## src/design/hbpci_defs.svh

```systemverilog
// Constants of the host bridge PCI side control block.
`ifndef HBPCI_DEFS_SVH
`define HBPCI_DEFS_SVH
`define HBPCI_NUM_MASTERS 4
`define HBPCI_CMD_MEM_READ 4'h6
`define HBPCI_CMD_MEM_WRITE 4'h7
`define HBPCI_CMD_MEM_READ_MULT 4'hc
`define HBPCI_CMD_MEM_READ_LINE 4'he
`define HBPCI_CMD_WRITE_BIT 0
`define HBPCI_SERR_PULSE_NS 5
`define HBPCI_CLK_PERIOD_NS 5
`define HBPCI_SERR_PULSE_CYCLES (`HBPCI_SERR_PULSE_NS / `HBPCI_CLK_PERIOD_NS)
`endif

```

## src/design/hbpci_pkg.sv

```systemverilog
// Types of the host bridge PCI side control block.
package hbpci_pkg;
  typedef enum logic [3:0] {
    HBPCI_HOLD_IDLE = 4'h1,
    HBPCI_HOLD_FLUSH = 4'h2,
    HBPCI_HOLD_ACK = 4'h4,
    HBPCI_HOLD_REARM = 4'h8
  } hbpci_hold_state_type;
endpackage : hbpci_pkg

```

## src/design/hbpci_parity.sv

```systemverilog
// Even parity over address/data and command/byte-enable lines.
`timescale 1ns/10ps
`default_nettype none
module hbpci_parity (
  input wire logic [31:0] ad,
  input wire logic [3:0] cbe_n,
  output logic par
);
  // XOR of all 36 lines makes the total count of ones, with parity, even.
  assign par = ^{ad, cbe_n};
endmodule : hbpci_parity
`default_nettype wire

```

## src/design/hbpci_arbiter.sv

```systemverilog
// Round-robin arbiter for four external bus masters.
`timescale 1ns/10ps
`default_nettype none
`include "hbpci_defs.svh"
module hbpci_arbiter (
  input wire logic clk_sys,
  input wire logic rst,
  input wire logic [3:0] master_request_n,
  input wire logic block,
  output logic [3:0] master_grant_n
);
  logic [3:0] grant;
  logic [3:0] next_grant;
  logic [1:0] last;
  logic [1:0] pick;
  logic found;

  always_comb begin
    next_grant = 4'h0;
    pick = last;
    found = 1'b0;
    for (int i = 1; i <= `HBPCI_NUM_MASTERS; i++) begin
      if (!found && !master_request_n[2'(last + 2'(i))]) begin
        pick = 2'(last + 2'(i));
        found = 1'b1;
      end
    end
    if (!block) begin
      if (|(grant & ~master_request_n)) begin
        next_grant = grant;
      end else if (found) begin
        next_grant = 4'h1 << pick;
      end
    end
  end

  // One-hot grant, withdrawn while the south bridge holds the bus.
  always_ff @(posedge clk_sys) begin
    if (rst) begin
      grant <= 4'h0;
      last <= 2'h3;
    end else begin
      grant <= next_grant;
      if (next_grant != grant && found && next_grant != 4'h0) begin
        last <= pick;
      end
    end
  end

  assign master_grant_n = ~grant;

  a_grant_onehot: assert property (@(posedge clk_sys) disable iff (rst)
    $onehot0(~master_grant_n)) else $error("More than one grant.");
  a_grant_blocked: assert property (@(posedge clk_sys) disable iff (rst)
    $past(block) |-> master_grant_n == 4'hf) else $error("Grant during hold.");
  a_grant_requested: assert property (@(posedge clk_sys) disable iff (rst)
    !master_grant_n[0] |-> !$past(master_request_n[0])) else $error("Unrequested grant.");
  c_grant_any: cover property (@(posedge clk_sys) master_grant_n != 4'hf);
endmodule : hbpci_arbiter
`default_nettype wire

```

## src/design/hbpci_ctrl.sv

```systemverilog
// PCI side control: parity, target handshake, system error, hold and arbitration.
`timescale 1ns/10ps
`default_nettype none
`include "hbpci_defs.svh"
module hbpci_ctrl (
  input wire logic clk_sys,
  input wire logic rst,
  input wire logic system_error_enable,
  input wire logic ecc_mode,
  input wire logic ecc_report_single,
  input wire logic ecc_report_multi,
  input wire logic ecc_single_err,
  input wire logic ecc_multi_err,
  input wire logic ecc_init_done,
  input wire logic report_pci_parity,
  input wire logic report_gfx_parity,
  input wire logic report_gtt_invalid,
  input wire logic report_gfx_range,
  input wire logic gfx_parity_err,
  input wire logic gtt_invalid_hit,
  input wire logic gfx_out_of_range,
  input wire logic gfx_target_abort,
  input wire logic init_active,
  input wire logic init_is_write,
  input wire logic init_addr_phase,
  input wire logic init_data_phase,
  input wire logic [31:0] init_ad,
  input wire logic [3:0] init_cbe_n,
  input wire logic cpu_lock_req,
  input wire logic tgt_ready,
  input wire logic tgt_disconnect,
  input wire logic tgt_retry,
  input wire logic tgt_abort,
  input wire logic [31:0] tgt_read_data,
  input wire logic frame_n_in,
  input wire logic irdy_n_in,
  input wire logic trdy_n_in,
  input wire logic stop_n_in,
  input wire logic devsel_n_in,
  input wire logic [31:0] ad_in,
  input wire logic [3:0] cbe_n_in,
  input wire logic par_in,
  input wire logic exclusive_lock_n_in,
  output logic par_out,
  output logic par_oe,
  output logic trdy_n_out,
  output logic trdy_oe,
  output logic stop_n_out,
  output logic stop_oe,
  output logic exclusive_lock_n_out,
  output logic exclusive_lock_oe,
  output logic serr_n_out,
  output logic serr_oe,
  output logic init_trdy_seen,
  output logic init_stop_seen,
  output logic init_target_abort,
  output logic tgt_selected,
  output logic [3:0] tgt_cmd,
  output logic [31:0] tgt_addr,
  output logic pci_lock_ignored,
  input wire logic posted_writes_empty,
  output logic posted_writes_enable,
  input wire logic south_bridge_hold_req_n,
  output logic south_bridge_hold_ack_n,
  input wire logic [3:0] master_request_n,
  output logic [3:0] master_grant_n
);
  hbpci_pkg::hbpci_hold_state_type hold_state;
  logic frame_prev;
  logic tgt_active;
  logic tgt_mem_read;
  logic par_drive_next;
  logic [35:0] par_src;
  logic par_calc;
  logic par_check_addr;
  logic par_check_data;
  logic [31:0] last_ad;
  logic [3:0] last_cbe_n;
  logic par_err;
  logic ecc_err;
  logic serr_event;
  logic [3:0] serr_cnt;
  logic lock_own;
  logic tgt_addr_phase;

  hbpci_parity u_parity (
    .ad(par_src[35:4]),
    .cbe_n(par_src[3:0]),
    .par(par_calc)
  );

  hbpci_arbiter u_arbiter (
    .clk_sys(clk_sys),
    .rst(rst),
    .master_request_n(master_request_n),
    .block(hold_state == hbpci_pkg::HBPCI_HOLD_FLUSH ||
      hold_state == hbpci_pkg::HBPCI_HOLD_ACK),
    .master_grant_n(master_grant_n)
  );

  // Target decode: address and command taken on the first FRAME# low edge.
  assign tgt_addr_phase = !frame_n_in && frame_prev && !init_active;
  always_ff @(posedge clk_sys) begin
    if (rst) begin
      frame_prev <= 1'b1;
      tgt_active <= 1'b0;
      tgt_cmd <= 4'h0;
      tgt_addr <= 32'h0;
      tgt_mem_read <= 1'b0;
    end else begin
      frame_prev <= frame_n_in;
      if (tgt_addr_phase) begin
        tgt_cmd <= cbe_n_in;
        tgt_addr <= ad_in;
        tgt_active <= 1'b1;
        tgt_mem_read <= cbe_n_in == `HBPCI_CMD_MEM_READ ||
          cbe_n_in == `HBPCI_CMD_MEM_READ_MULT || cbe_n_in == `HBPCI_CMD_MEM_READ_LINE;
      end else if (tgt_active && frame_n_in && !irdy_n_in &&
                   (!trdy_n_out || !stop_n_out)) begin
        tgt_active <= 1'b0;
      end
    end
  end
  assign tgt_selected = tgt_active;

  // Target handshake outputs, driven only while targeted.
  assign trdy_oe = tgt_active;
  assign trdy_n_out = !(tgt_active && tgt_ready && !tgt_retry && !tgt_abort);
  assign stop_oe = tgt_active;
  assign stop_n_out = !(tgt_active && (tgt_disconnect || tgt_retry || tgt_abort));

  // Initiator samples the target's answer.
  assign init_trdy_seen = init_active && !trdy_n_in;
  assign init_stop_seen = init_active && !stop_n_in;
  assign init_target_abort = init_active && !stop_n_in && devsel_n_in;

  // Lock: only processor locks are driven; PCI-originated locks are flagged only.
  always_ff @(posedge clk_sys) begin
    if (rst) begin
      lock_own <= 1'b0;
    end else begin
      lock_own <= cpu_lock_req && init_active;
    end
  end
  assign exclusive_lock_oe = lock_own;
  assign exclusive_lock_n_out = !lock_own;
  assign pci_lock_ignored = tgt_active && !exclusive_lock_n_in;

  // Parity source for the driven phase; PAR follows one clock after it.
  always_comb begin
    par_drive_next = 1'b0;
    par_src = {last_ad, last_cbe_n};
    if (init_active && (init_addr_phase || (init_data_phase && init_is_write))) begin
      par_drive_next = 1'b1;
      par_src = {init_ad, init_cbe_n};
    end else if (tgt_active && tgt_mem_read) begin
      par_drive_next = 1'b1;
      par_src = {tgt_read_data, cbe_n_in};
    end
  end
  always_ff @(posedge clk_sys) begin
    if (rst) begin
      par_out <= 1'b0;
      par_oe <= 1'b0;
    end else begin
      par_out <= par_calc;
      par_oe <= par_drive_next;
    end
  end

  // Checking of parity received on the bus.
  always_ff @(posedge clk_sys) begin
    if (rst) begin
      last_ad <= 32'h0;
      last_cbe_n <= 4'h0;
      par_check_addr <= 1'b0;
      par_check_data <= 1'b0;
    end else begin
      last_ad <= ad_in;
      last_cbe_n <= cbe_n_in;
      par_check_addr <= tgt_addr_phase;
      par_check_data <= tgt_active && !tgt_mem_read && !irdy_n_in && !trdy_n_out;
    end
  end
  assign par_err = (par_check_addr || par_check_data) && (par_in != ^{last_ad, last_cbe_n});

  // System error sources, all gated by the global enable.
  assign ecc_err = ecc_mode && ecc_init_done &&
    ((ecc_single_err && ecc_report_single) || (ecc_multi_err && ecc_report_multi));
  assign serr_event = system_error_enable && (ecc_err ||
    init_target_abort ||
    gfx_target_abort ||
    (par_err && report_pci_parity) ||
    (gfx_parity_err && report_gfx_parity) ||
    (gtt_invalid_hit && report_gtt_invalid) ||
    (gfx_out_of_range && report_gfx_range));
  always_ff @(posedge clk_sys) begin
    if (rst) begin
      serr_cnt <= 4'h0;
    end else if (!system_error_enable) begin
      serr_cnt <= 4'h0;
    end else if (serr_event) begin
      serr_cnt <= 4'(`HBPCI_SERR_PULSE_CYCLES);
    end else if (serr_cnt != 4'h0) begin
      serr_cnt <= serr_cnt - 4'h1;
    end
  end
  assign serr_oe = serr_cnt != 4'h0;
  assign serr_n_out = !serr_oe;

  // South bridge hold: flush, disable posted writes, acknowledge, release.
  always_ff @(posedge clk_sys) begin
    if (rst) begin
      hold_state <= hbpci_pkg::HBPCI_HOLD_IDLE;
      posted_writes_enable <= 1'b1;
      south_bridge_hold_ack_n <= 1'b1;
    end else begin
      case (hold_state)
        hbpci_pkg::HBPCI_HOLD_IDLE: begin
          if (!south_bridge_hold_req_n) begin
            hold_state <= hbpci_pkg::HBPCI_HOLD_FLUSH;
          end
        end
        hbpci_pkg::HBPCI_HOLD_FLUSH: begin
          if (south_bridge_hold_req_n) begin
            hold_state <= hbpci_pkg::HBPCI_HOLD_IDLE;
          end else if (posted_writes_empty && master_grant_n == 4'hf) begin
            posted_writes_enable <= 1'b0;
            south_bridge_hold_ack_n <= 1'b0;
            hold_state <= hbpci_pkg::HBPCI_HOLD_ACK;
          end
        end
        hbpci_pkg::HBPCI_HOLD_ACK: begin
          if (south_bridge_hold_req_n) begin
            south_bridge_hold_ack_n <= 1'b1;
            hold_state <= hbpci_pkg::HBPCI_HOLD_REARM;
          end
        end
        hbpci_pkg::HBPCI_HOLD_REARM: begin
          posted_writes_enable <= 1'b1;
          hold_state <= hbpci_pkg::HBPCI_HOLD_IDLE;
        end
        default: begin
          hold_state <= hbpci_pkg::HBPCI_HOLD_IDLE;
        end
      endcase
    end
  end

  a_serr_enable: assert property (@(posedge clk_sys) disable iff (rst)
    !$past(system_error_enable) |-> serr_n_out) else $error("SERR without enable.");
  a_serr_abort: assert property (@(posedge clk_sys) disable iff (rst)
    (system_error_enable && init_target_abort) |=> !serr_n_out) else $error("Abort unreported.");
  a_serr_gfx: assert property (@(posedge clk_sys) disable iff (rst)
    (system_error_enable && gfx_target_abort) |=> !serr_n_out) else $error("Gfx abort lost.");
  a_serr_one: assert property (@(posedge clk_sys) disable iff (rst)
    (!serr_n_out && !$past(serr_event)) |-> 1'b0) else $error("SERR too long.");
  a_ecc_serr: assert property (@(posedge clk_sys) disable iff (rst)
    (system_error_enable && ecc_err) |=> !serr_n_out) else $error("ECC unreported.");
  a_ack_flushed: assert property (@(posedge clk_sys) disable iff (rst)
    $fell(south_bridge_hold_ack_n) |-> !posted_writes_enable && $past(posted_writes_empty))
    else $error("Ack before flush.");
  a_ack_kept: assert property (@(posedge clk_sys) disable iff (rst)
    (!south_bridge_hold_ack_n && !south_bridge_hold_req_n) |=> !south_bridge_hold_ack_n)
    else $error("Ack dropped early.");
  a_hold_no_grant: assert property (@(posedge clk_sys) disable iff (rst)
    !south_bridge_hold_ack_n |-> master_grant_n == 4'hf) else $error("Grant during ack.");
  a_rearm_writes: assert property (@(posedge clk_sys) disable iff (rst)
    $rose(south_bridge_hold_ack_n) |=> posted_writes_enable) else $error("Writes not rearmed.");
  a_par_read: assert property (@(posedge clk_sys) disable iff (rst)
    (init_active && init_data_phase && !init_is_write && !init_addr_phase && !tgt_active)
    |=> !par_oe) else $error("Parity on read data.");
  a_par_target: assert property (@(posedge clk_sys) disable iff (rst)
    (tgt_active && tgt_mem_read && !init_active) |=> par_oe) else $error("Target parity.");
  a_par_even: assert property (@(posedge clk_sys) disable iff (rst)
    $past(par_drive_next) |-> ^{$past(par_src), par_out} == 1'b0) else $error("Odd parity.");
  a_capture: assert property (@(posedge clk_sys) disable iff (rst)
    tgt_addr_phase |=> tgt_addr == $past(ad_in) && tgt_cmd == $past(cbe_n_in))
    else $error("Address not captured.");
  a_trdy_ready: assert property (@(posedge clk_sys) disable iff (rst)
    !trdy_n_out |-> tgt_active && tgt_ready) else $error("TRDY not ready.");
  a_lock_cpu: assert property (@(posedge clk_sys) disable iff (rst)
    exclusive_lock_oe |-> $past(cpu_lock_req)) else $error("Lock not from CPU.");
  c_hold_cycle: cover property (@(posedge clk_sys) $rose(south_bridge_hold_ack_n));
  c_serr_pulse: cover property (@(posedge clk_sys) !serr_n_out);
  c_target_read: cover property (@(posedge clk_sys) tgt_active && tgt_mem_read && par_oe);
  c_target_stop: cover property (@(posedge clk_sys) !stop_n_out);
endmodule : hbpci_ctrl
`default_nettype wire

```

## config.mk

```make
export PLATFORM = sky130hd
export DESIGN_NAME = hbpci_ctrl
export DESIGN_NICKNAME = d
export VERILOG_FILES = /design/src/design/hbpci_pkg.sv /design/src/design/hbpci_parity.sv /design/src/design/hbpci_arbiter.sv /design/src/design/hbpci_ctrl.sv
export VERILOG_INCLUDE_DIRS = /design/src /design/src/design
export SDC_FILE = /design/constraint.sdc
export NUM_CORES = 1
export LEC_CHECK = 0
export ABC_AREA = 1
export BUFFER_PORTS_ARGS = -buffer_cell sky130_fd_sc_hd__buf_2
export CORE_ASPECT_RATIO = 1.1
export CORE_MARGIN = 5
export CORE_UTILIZATION = 49
export DETAILED_ROUTE_END_ITERATION = 7
export HOLD_SLACK_MARGIN = 0.06
export PLACE_DENSITY_LB_ADDON = 0.15
export SLEW_MARGIN = 20
export SYNTH_ARGS = -nofsm -noshare
export SYNTH_HDL_FRONTEND = slang
export SYNTH_SLANG_ARGS = --single-unit
```

## constraint.sdc

```tcl
create_clock -name clk_sys -period 2.5 [get_ports clk_sys]
set_input_delay 0.125 -clock clk_sys [delete_from_list [all_inputs] [get_ports clk_sys]]
set_output_delay 0.125 -clock clk_sys [all_outputs]
set_load 0.05 [all_outputs]
```

==> run_summary.xml <==
<?xml version="1.0" encoding="UTF-8"?>
<metrics>
  <group name="routing">
    <metric name="antenna_left" unit="">0</metric>
    <metric name="drtIter0Drc" unit="">259</metric>
    <metric name="totalWireLength" unit="mm">14.2</metric>
    <metric name="post-route-drc-count" unit="">0</metric>
    <metric name="firstDrtPassIters" unit="">4</metric>
    <metric name="routed-via-count" unit="">5321</metric>
    <metric name="viasPerCell" unit="">4.80</metric>
    <metric name="per_cell_routed_wire_length" unit="um">12.8</metric>
  </group>
  <group name="yosys">
    <metric name="fraction_of_synthesized_cell_area_taken_by_the_top_area_cell_type" unit="%">37.8</metric>
    <metric name="yosys.cell_count.top_type" unit="">sky130_fd_sc_hd__nand2_1</metric>
    <metric name="synth.top_cells.by_area" unit="">sky130_fd_sc_hd__dfxtp_1 (38%), sky130_fd_sc_hd__nand2_1 (12%), sky130_fd_sc_hd__xnor2_1 (7.6%)</metric>
    <metric name="post_syn_instances" unit="">730</metric>
    <metric name="mappedNetlistArea" unit="um^2">5080</metric>
    <metric name="ys_seq_area_share" unit="%">37.8</metric>
    <metric name="ys_seq_elements" unit="">96</metric>
    <metric name="asyncSetResetFlopFracSynth" unit="%">0</metric>
    <metric name="synth_top_cells_by_count" unit="">sky130_fd_sc_hd__nand2_1 (166), sky130_fd_sc_hd__dfxtp_1 (96), sky130_fd_sc_hd__inv_1 (90)</metric>
    <metric name="synth.yosys.warnings" unit="">0</metric>
    <metric name="syn_area_per_cell" unit="um^2">6.97</metric>
    <metric name="synth_fp_nets" unit="">874</metric>
    <metric name="yosys.cell_types.count" unit="">35</metric>
    <metric name="dominantRegCellSynth" unit="">sky130_fd_sc_hd__dfxtp_1</metric>
    <metric name="number_of_synthesized_flops_with_an_enable_pin" unit="">0</metric>
    <metric name="yosys.area.top_type" unit="">sky130_fd_sc_hd__dfxtp_1</metric>
  </group>
  <group name="sta">
    <metric name="fin_crit" unit="ps">2150</metric>
    <metric name="worst_skew" unit="ps">8.72</metric>
    <metric name="fin_tns_setup" unit="ps">0</metric>
    <metric name="timing_worst_slew_pin_value" unit="ps">488</metric>
    <metric name="final-hold-violation-count" unit="">0</metric>
    <metric name="drv_slew" unit="">0</metric>
    <metric name="max-slew-margin-rel" unit="%">67.5</metric>
    <metric name="finalSetupViolCount" unit="">0</metric>
    <metric name="finalWorstSetupSlack" unit="ps">354</metric>
    <metric name="maximum_clock_frequency" unit="MHz">466</metric>
    <metric name="rsz0062_at_grt" unit="">false</metric>
    <metric name="min_period_over_period" unit="%">85.8</metric>
  </group>
  <group name="cts">
    <metric name="ctsHtreeMaxLevel" unit="">3</metric>
    <metric name="post_cts_buffers" unit="">0</metric>
    <metric name="cts_max_path_buffers" unit="">2</metric>
    <metric name="cts_clk_pin_slew_worst_paths" unit="ps">70</metric>
    <metric name="cts-root-buf" unit="">sky130_fd_sc_hd__clkbuf_16</metric>
    <metric name="clock_network_latency_to_the_later_pin_of_the_worst_skew_pair" unit="ps">340</metric>
    <metric name="cts_made_buffers" unit="">9</metric>
    <metric name="cts_num_sinks" unit="">96</metric>
    <metric name="tritoncts_clock_tree" unit="">built</metric>
  </group>
  <group name="cells_and_area">
    <metric name="num-nets-final" unit="">1105</metric>
    <metric name="antenna_cells" unit="">0</metric>
    <metric name="sequential_cell_area" unit="um^2">1920</metric>
    <metric name="number_of_fill_cells" unit="">916</metric>
    <metric name="multiInputGateArea" unit="um^2">2670</metric>
    <metric name="final_non_filler_cells" unit="">1109</metric>
    <metric name="area_growth" unit="%">35.5</metric>
    <metric name="final_layout_size_suffix_gt1_share" unit="%">25.6</metric>
  </group>
  <group name="placement">
    <metric name="gp_congestion" unit="">0.910</metric>
    <metric name="detailedPlacementHpwl" unit="mm">10.6</metric>
    <metric name="dpl.cell_count" unit="">1051</metric>
    <metric name="dp_worst_setup_slack" unit="ps">269</metric>
    <metric name="io_buffers" unit="">199</metric>
  </group>
  <group name="critical_path">
    <metric name="cp_cell_sequence" unit="">inv_2, nand2_1, nand3_1, nand2_1, nand3_2, nand2_1, nand2_2, nor2_2, nand3_1, nand2_1, nand2_2, nand2_1, nand2_1, nor2_2, nand2_2, nand3_1, nand3_1</metric>
    <metric name="critical_path.max_fanout" unit="">11</metric>
    <metric name="critical_path_buf_inv_count" unit="">1</metric>
    <metric name="critical_path_slowest_stage_cell" unit="">sky130_fd_sc_hd__dfxtp_2</metric>
    <metric name="worst-setup-path-type" unit="">flop to flop</metric>
    <metric name="critPathCaptureType" unit="">flop</metric>
    <metric name="cpPeakStageDelay" unit="ps">440</metric>
    <metric name="critical_path_arrival" unit="ps">2360</metric>
    <metric name="required" unit="ps">2710</metric>
    <metric name="worstSetupStartpointType" unit="">flop</metric>
    <metric name="crit_family" unit="">simple AND/OR/NAND/NOR gates</metric>
    <metric name="critical_path.most_common_cell" unit="">sky130_fd_sc_hd__nand2_1</metric>
  </group>
  <group name="floorplan">
    <metric name="core_area" unit="um^2">10300</metric>
    <metric name="floorplan.initialDensity" unit="%">49.4</metric>
    <metric name="fp.dieArea" unit="um^2">12500</metric>
    <metric name="die_w" unit="um">107</metric>
    <metric name="floorplan.io_pins" unit="">200</metric>
    <metric name="die_h" unit="um">117</metric>
    <metric name="num_rows" unit="">39</metric>
  </group>
  <group name="status">
    <metric name="run_status" unit="">completed</metric>
  </group>
  <group name="power">
    <metric name="total_leakage_power" unit="nW">3.60</metric>
    <metric name="cellInternalPower" unit="mW">3.14</metric>
    <metric name="seq_power_share" unit="%">32.7</metric>
    <metric name="power.ir.vdd_worst" unit="mV">0.627</metric>
    <metric name="share_of_power_burned_in_combinational_logic" unit="%">42.2</metric>
    <metric name="sw_frac_of_total" unit="%">41.1</metric>
    <metric name="pwr_density_cell" unit="nW/um^2">773</metric>
    <metric name="p_sw" unit="mW">2.19</metric>
    <metric name="pwr-share-clk" unit="%">25.1</metric>
    <metric name="sum_of_internal_switching_and_leakage_power" unit="mW">5.33</metric>
  </group>
  <group name="grt">
    <metric name="first_global_vias" unit="">5203</metric>
    <metric name="grt_overflow" unit="">0</metric>
    <metric name="grt_start_max_net_pins" unit="">49</metric>
    <metric name="groute.usage.overall" unit="%">22.4</metric>
    <metric name="global_route_wire_length_before_repair" unit="mm">22.8</metric>
    <metric name="grt_antenna_before_repair" unit="">0</metric>
  </group>
  <group name="run">
    <metric name="max-cap-violations" unit="">0</metric>
  </group>
  <group name="min_path">
    <metric name="timing.hold.worst.class" unit="">input port to flop</metric>
  </group>
</metrics>
tightest hold or removal path: cells and delay by family:
family                 cells  cell delay (ps)
and+or+nand+nor            2               90
buffers and inverters      3              170
worst paths after layout:
kind	slack, ps	endpoint	start	cells after the start
worst max register to register	350	u_arbiter.last[0]$_SDFFE_PP1P_	u_arbiter.last[0]$_SDFFE_PP1P_	17
worst max-delay path	350	u_arbiter.last[0]$_SDFFE_PP1P_	u_arbiter.last[0]$_SDFFE_PP1P_	17
worst min register to register	460	south_bridge_hold_ack_n$_SDFFE_PP1P_	south_bridge_hold_ack_n$_SDFFE_PP1P_	2
worst min-delay path	100	serr_cnt[0]$_SDFFE_PP0P_	system_error_enable	5
power by group through the flow:
stage / Sequential [mW] / Combinational [mW] / Clock, mW
6_report: 1.74 / 2.25 / 1.34
5_1_grt: 1.76 / 2.52 / 1.43
4_1_cts: 1.74 / 2.23 / 1.36
3_5_place_dp: 1.77 / 2.17 / 0
3_3_place_gp: 1.77 / 2.09 / 0
2_1_floorplan: 1.92 / 1.54 / 0
sequential cells by signal, indices dropped and copies added, names as in the netlist, 2 cells and up:
| signal | flops |
|---|---|
| serr_cnt | 4 |
| tgt_cmd | 4 |
| last_ad | 32 |
| u_arbiter.last | 2 |
| tgt_addr | 32 |
| last_cbe_n | 4 |
| u_arbiter.grant | 4 |
| hold_state | 4 |
routing by layer:
layer	GRT usage, %	wire length, um	vias up
met3	3.95	1020	26
met5	0	0	-
met4	9.80	353	0
met1	25.8	5690	2353
met2	40.8	7170	181
li1	-	-	2761
cells by family after synthesis:
kind of cell,Yosys count,share of synthesized area (%)
XOR/XNOR,76,13.1
AND/OR/NAND/NOR,308,25.5
buffers and inverters,122,9.62
flip-flops,96,37.8
AO/OA/AOI/OAI,127,13.8
adder cells (fa/ha/maj),1,0.246
final cells by class:
type                    instances  area share [%]
flip-flops and latches         96            27.9
inverters                      95            5.18
repair buffers                247            21.2
clock buffers                   9            3.27
clock inverters                 7            1.02
multi-input cells             512            38.8
well taps                     143            2.60
stage by stage:
stage               util [%]  hold slack, ps  area (um^2)
floorplan                  -             202         5080
global placement        59.9             313         6170
detailed placement      59.9             315         6170
CTS                     66.9            83.7         6890
global route            66.9             111         6890
finish                  66.9            95.1         6890
cells in the final DEF, fill, tap and decap left out, drive strengths merged, types with 3 or more instances in the layout:
cell,n
a21oi,47
buf,205
clkbuf,9
dfxtp,96
dlygate4sd3,42
inv,99
nand2,182
nand3,42
nand4,3
nor2,71
nor3,3
nor4,3
o2111ai,3
o211ai,12
o21ai,53
o22ai,7
xnor2,44
xor2,32
timing repair:
| action | CTS | global route |
|---|---|---|
| endpoints found under the hold margin | 72 | 0 |
| endpoints found under the setup margin | 0 | 2 |
| gates resized for setup | 0 | 1 |
| hold buffers | 42 | 0 |
(Power assumes the default switching activity.)
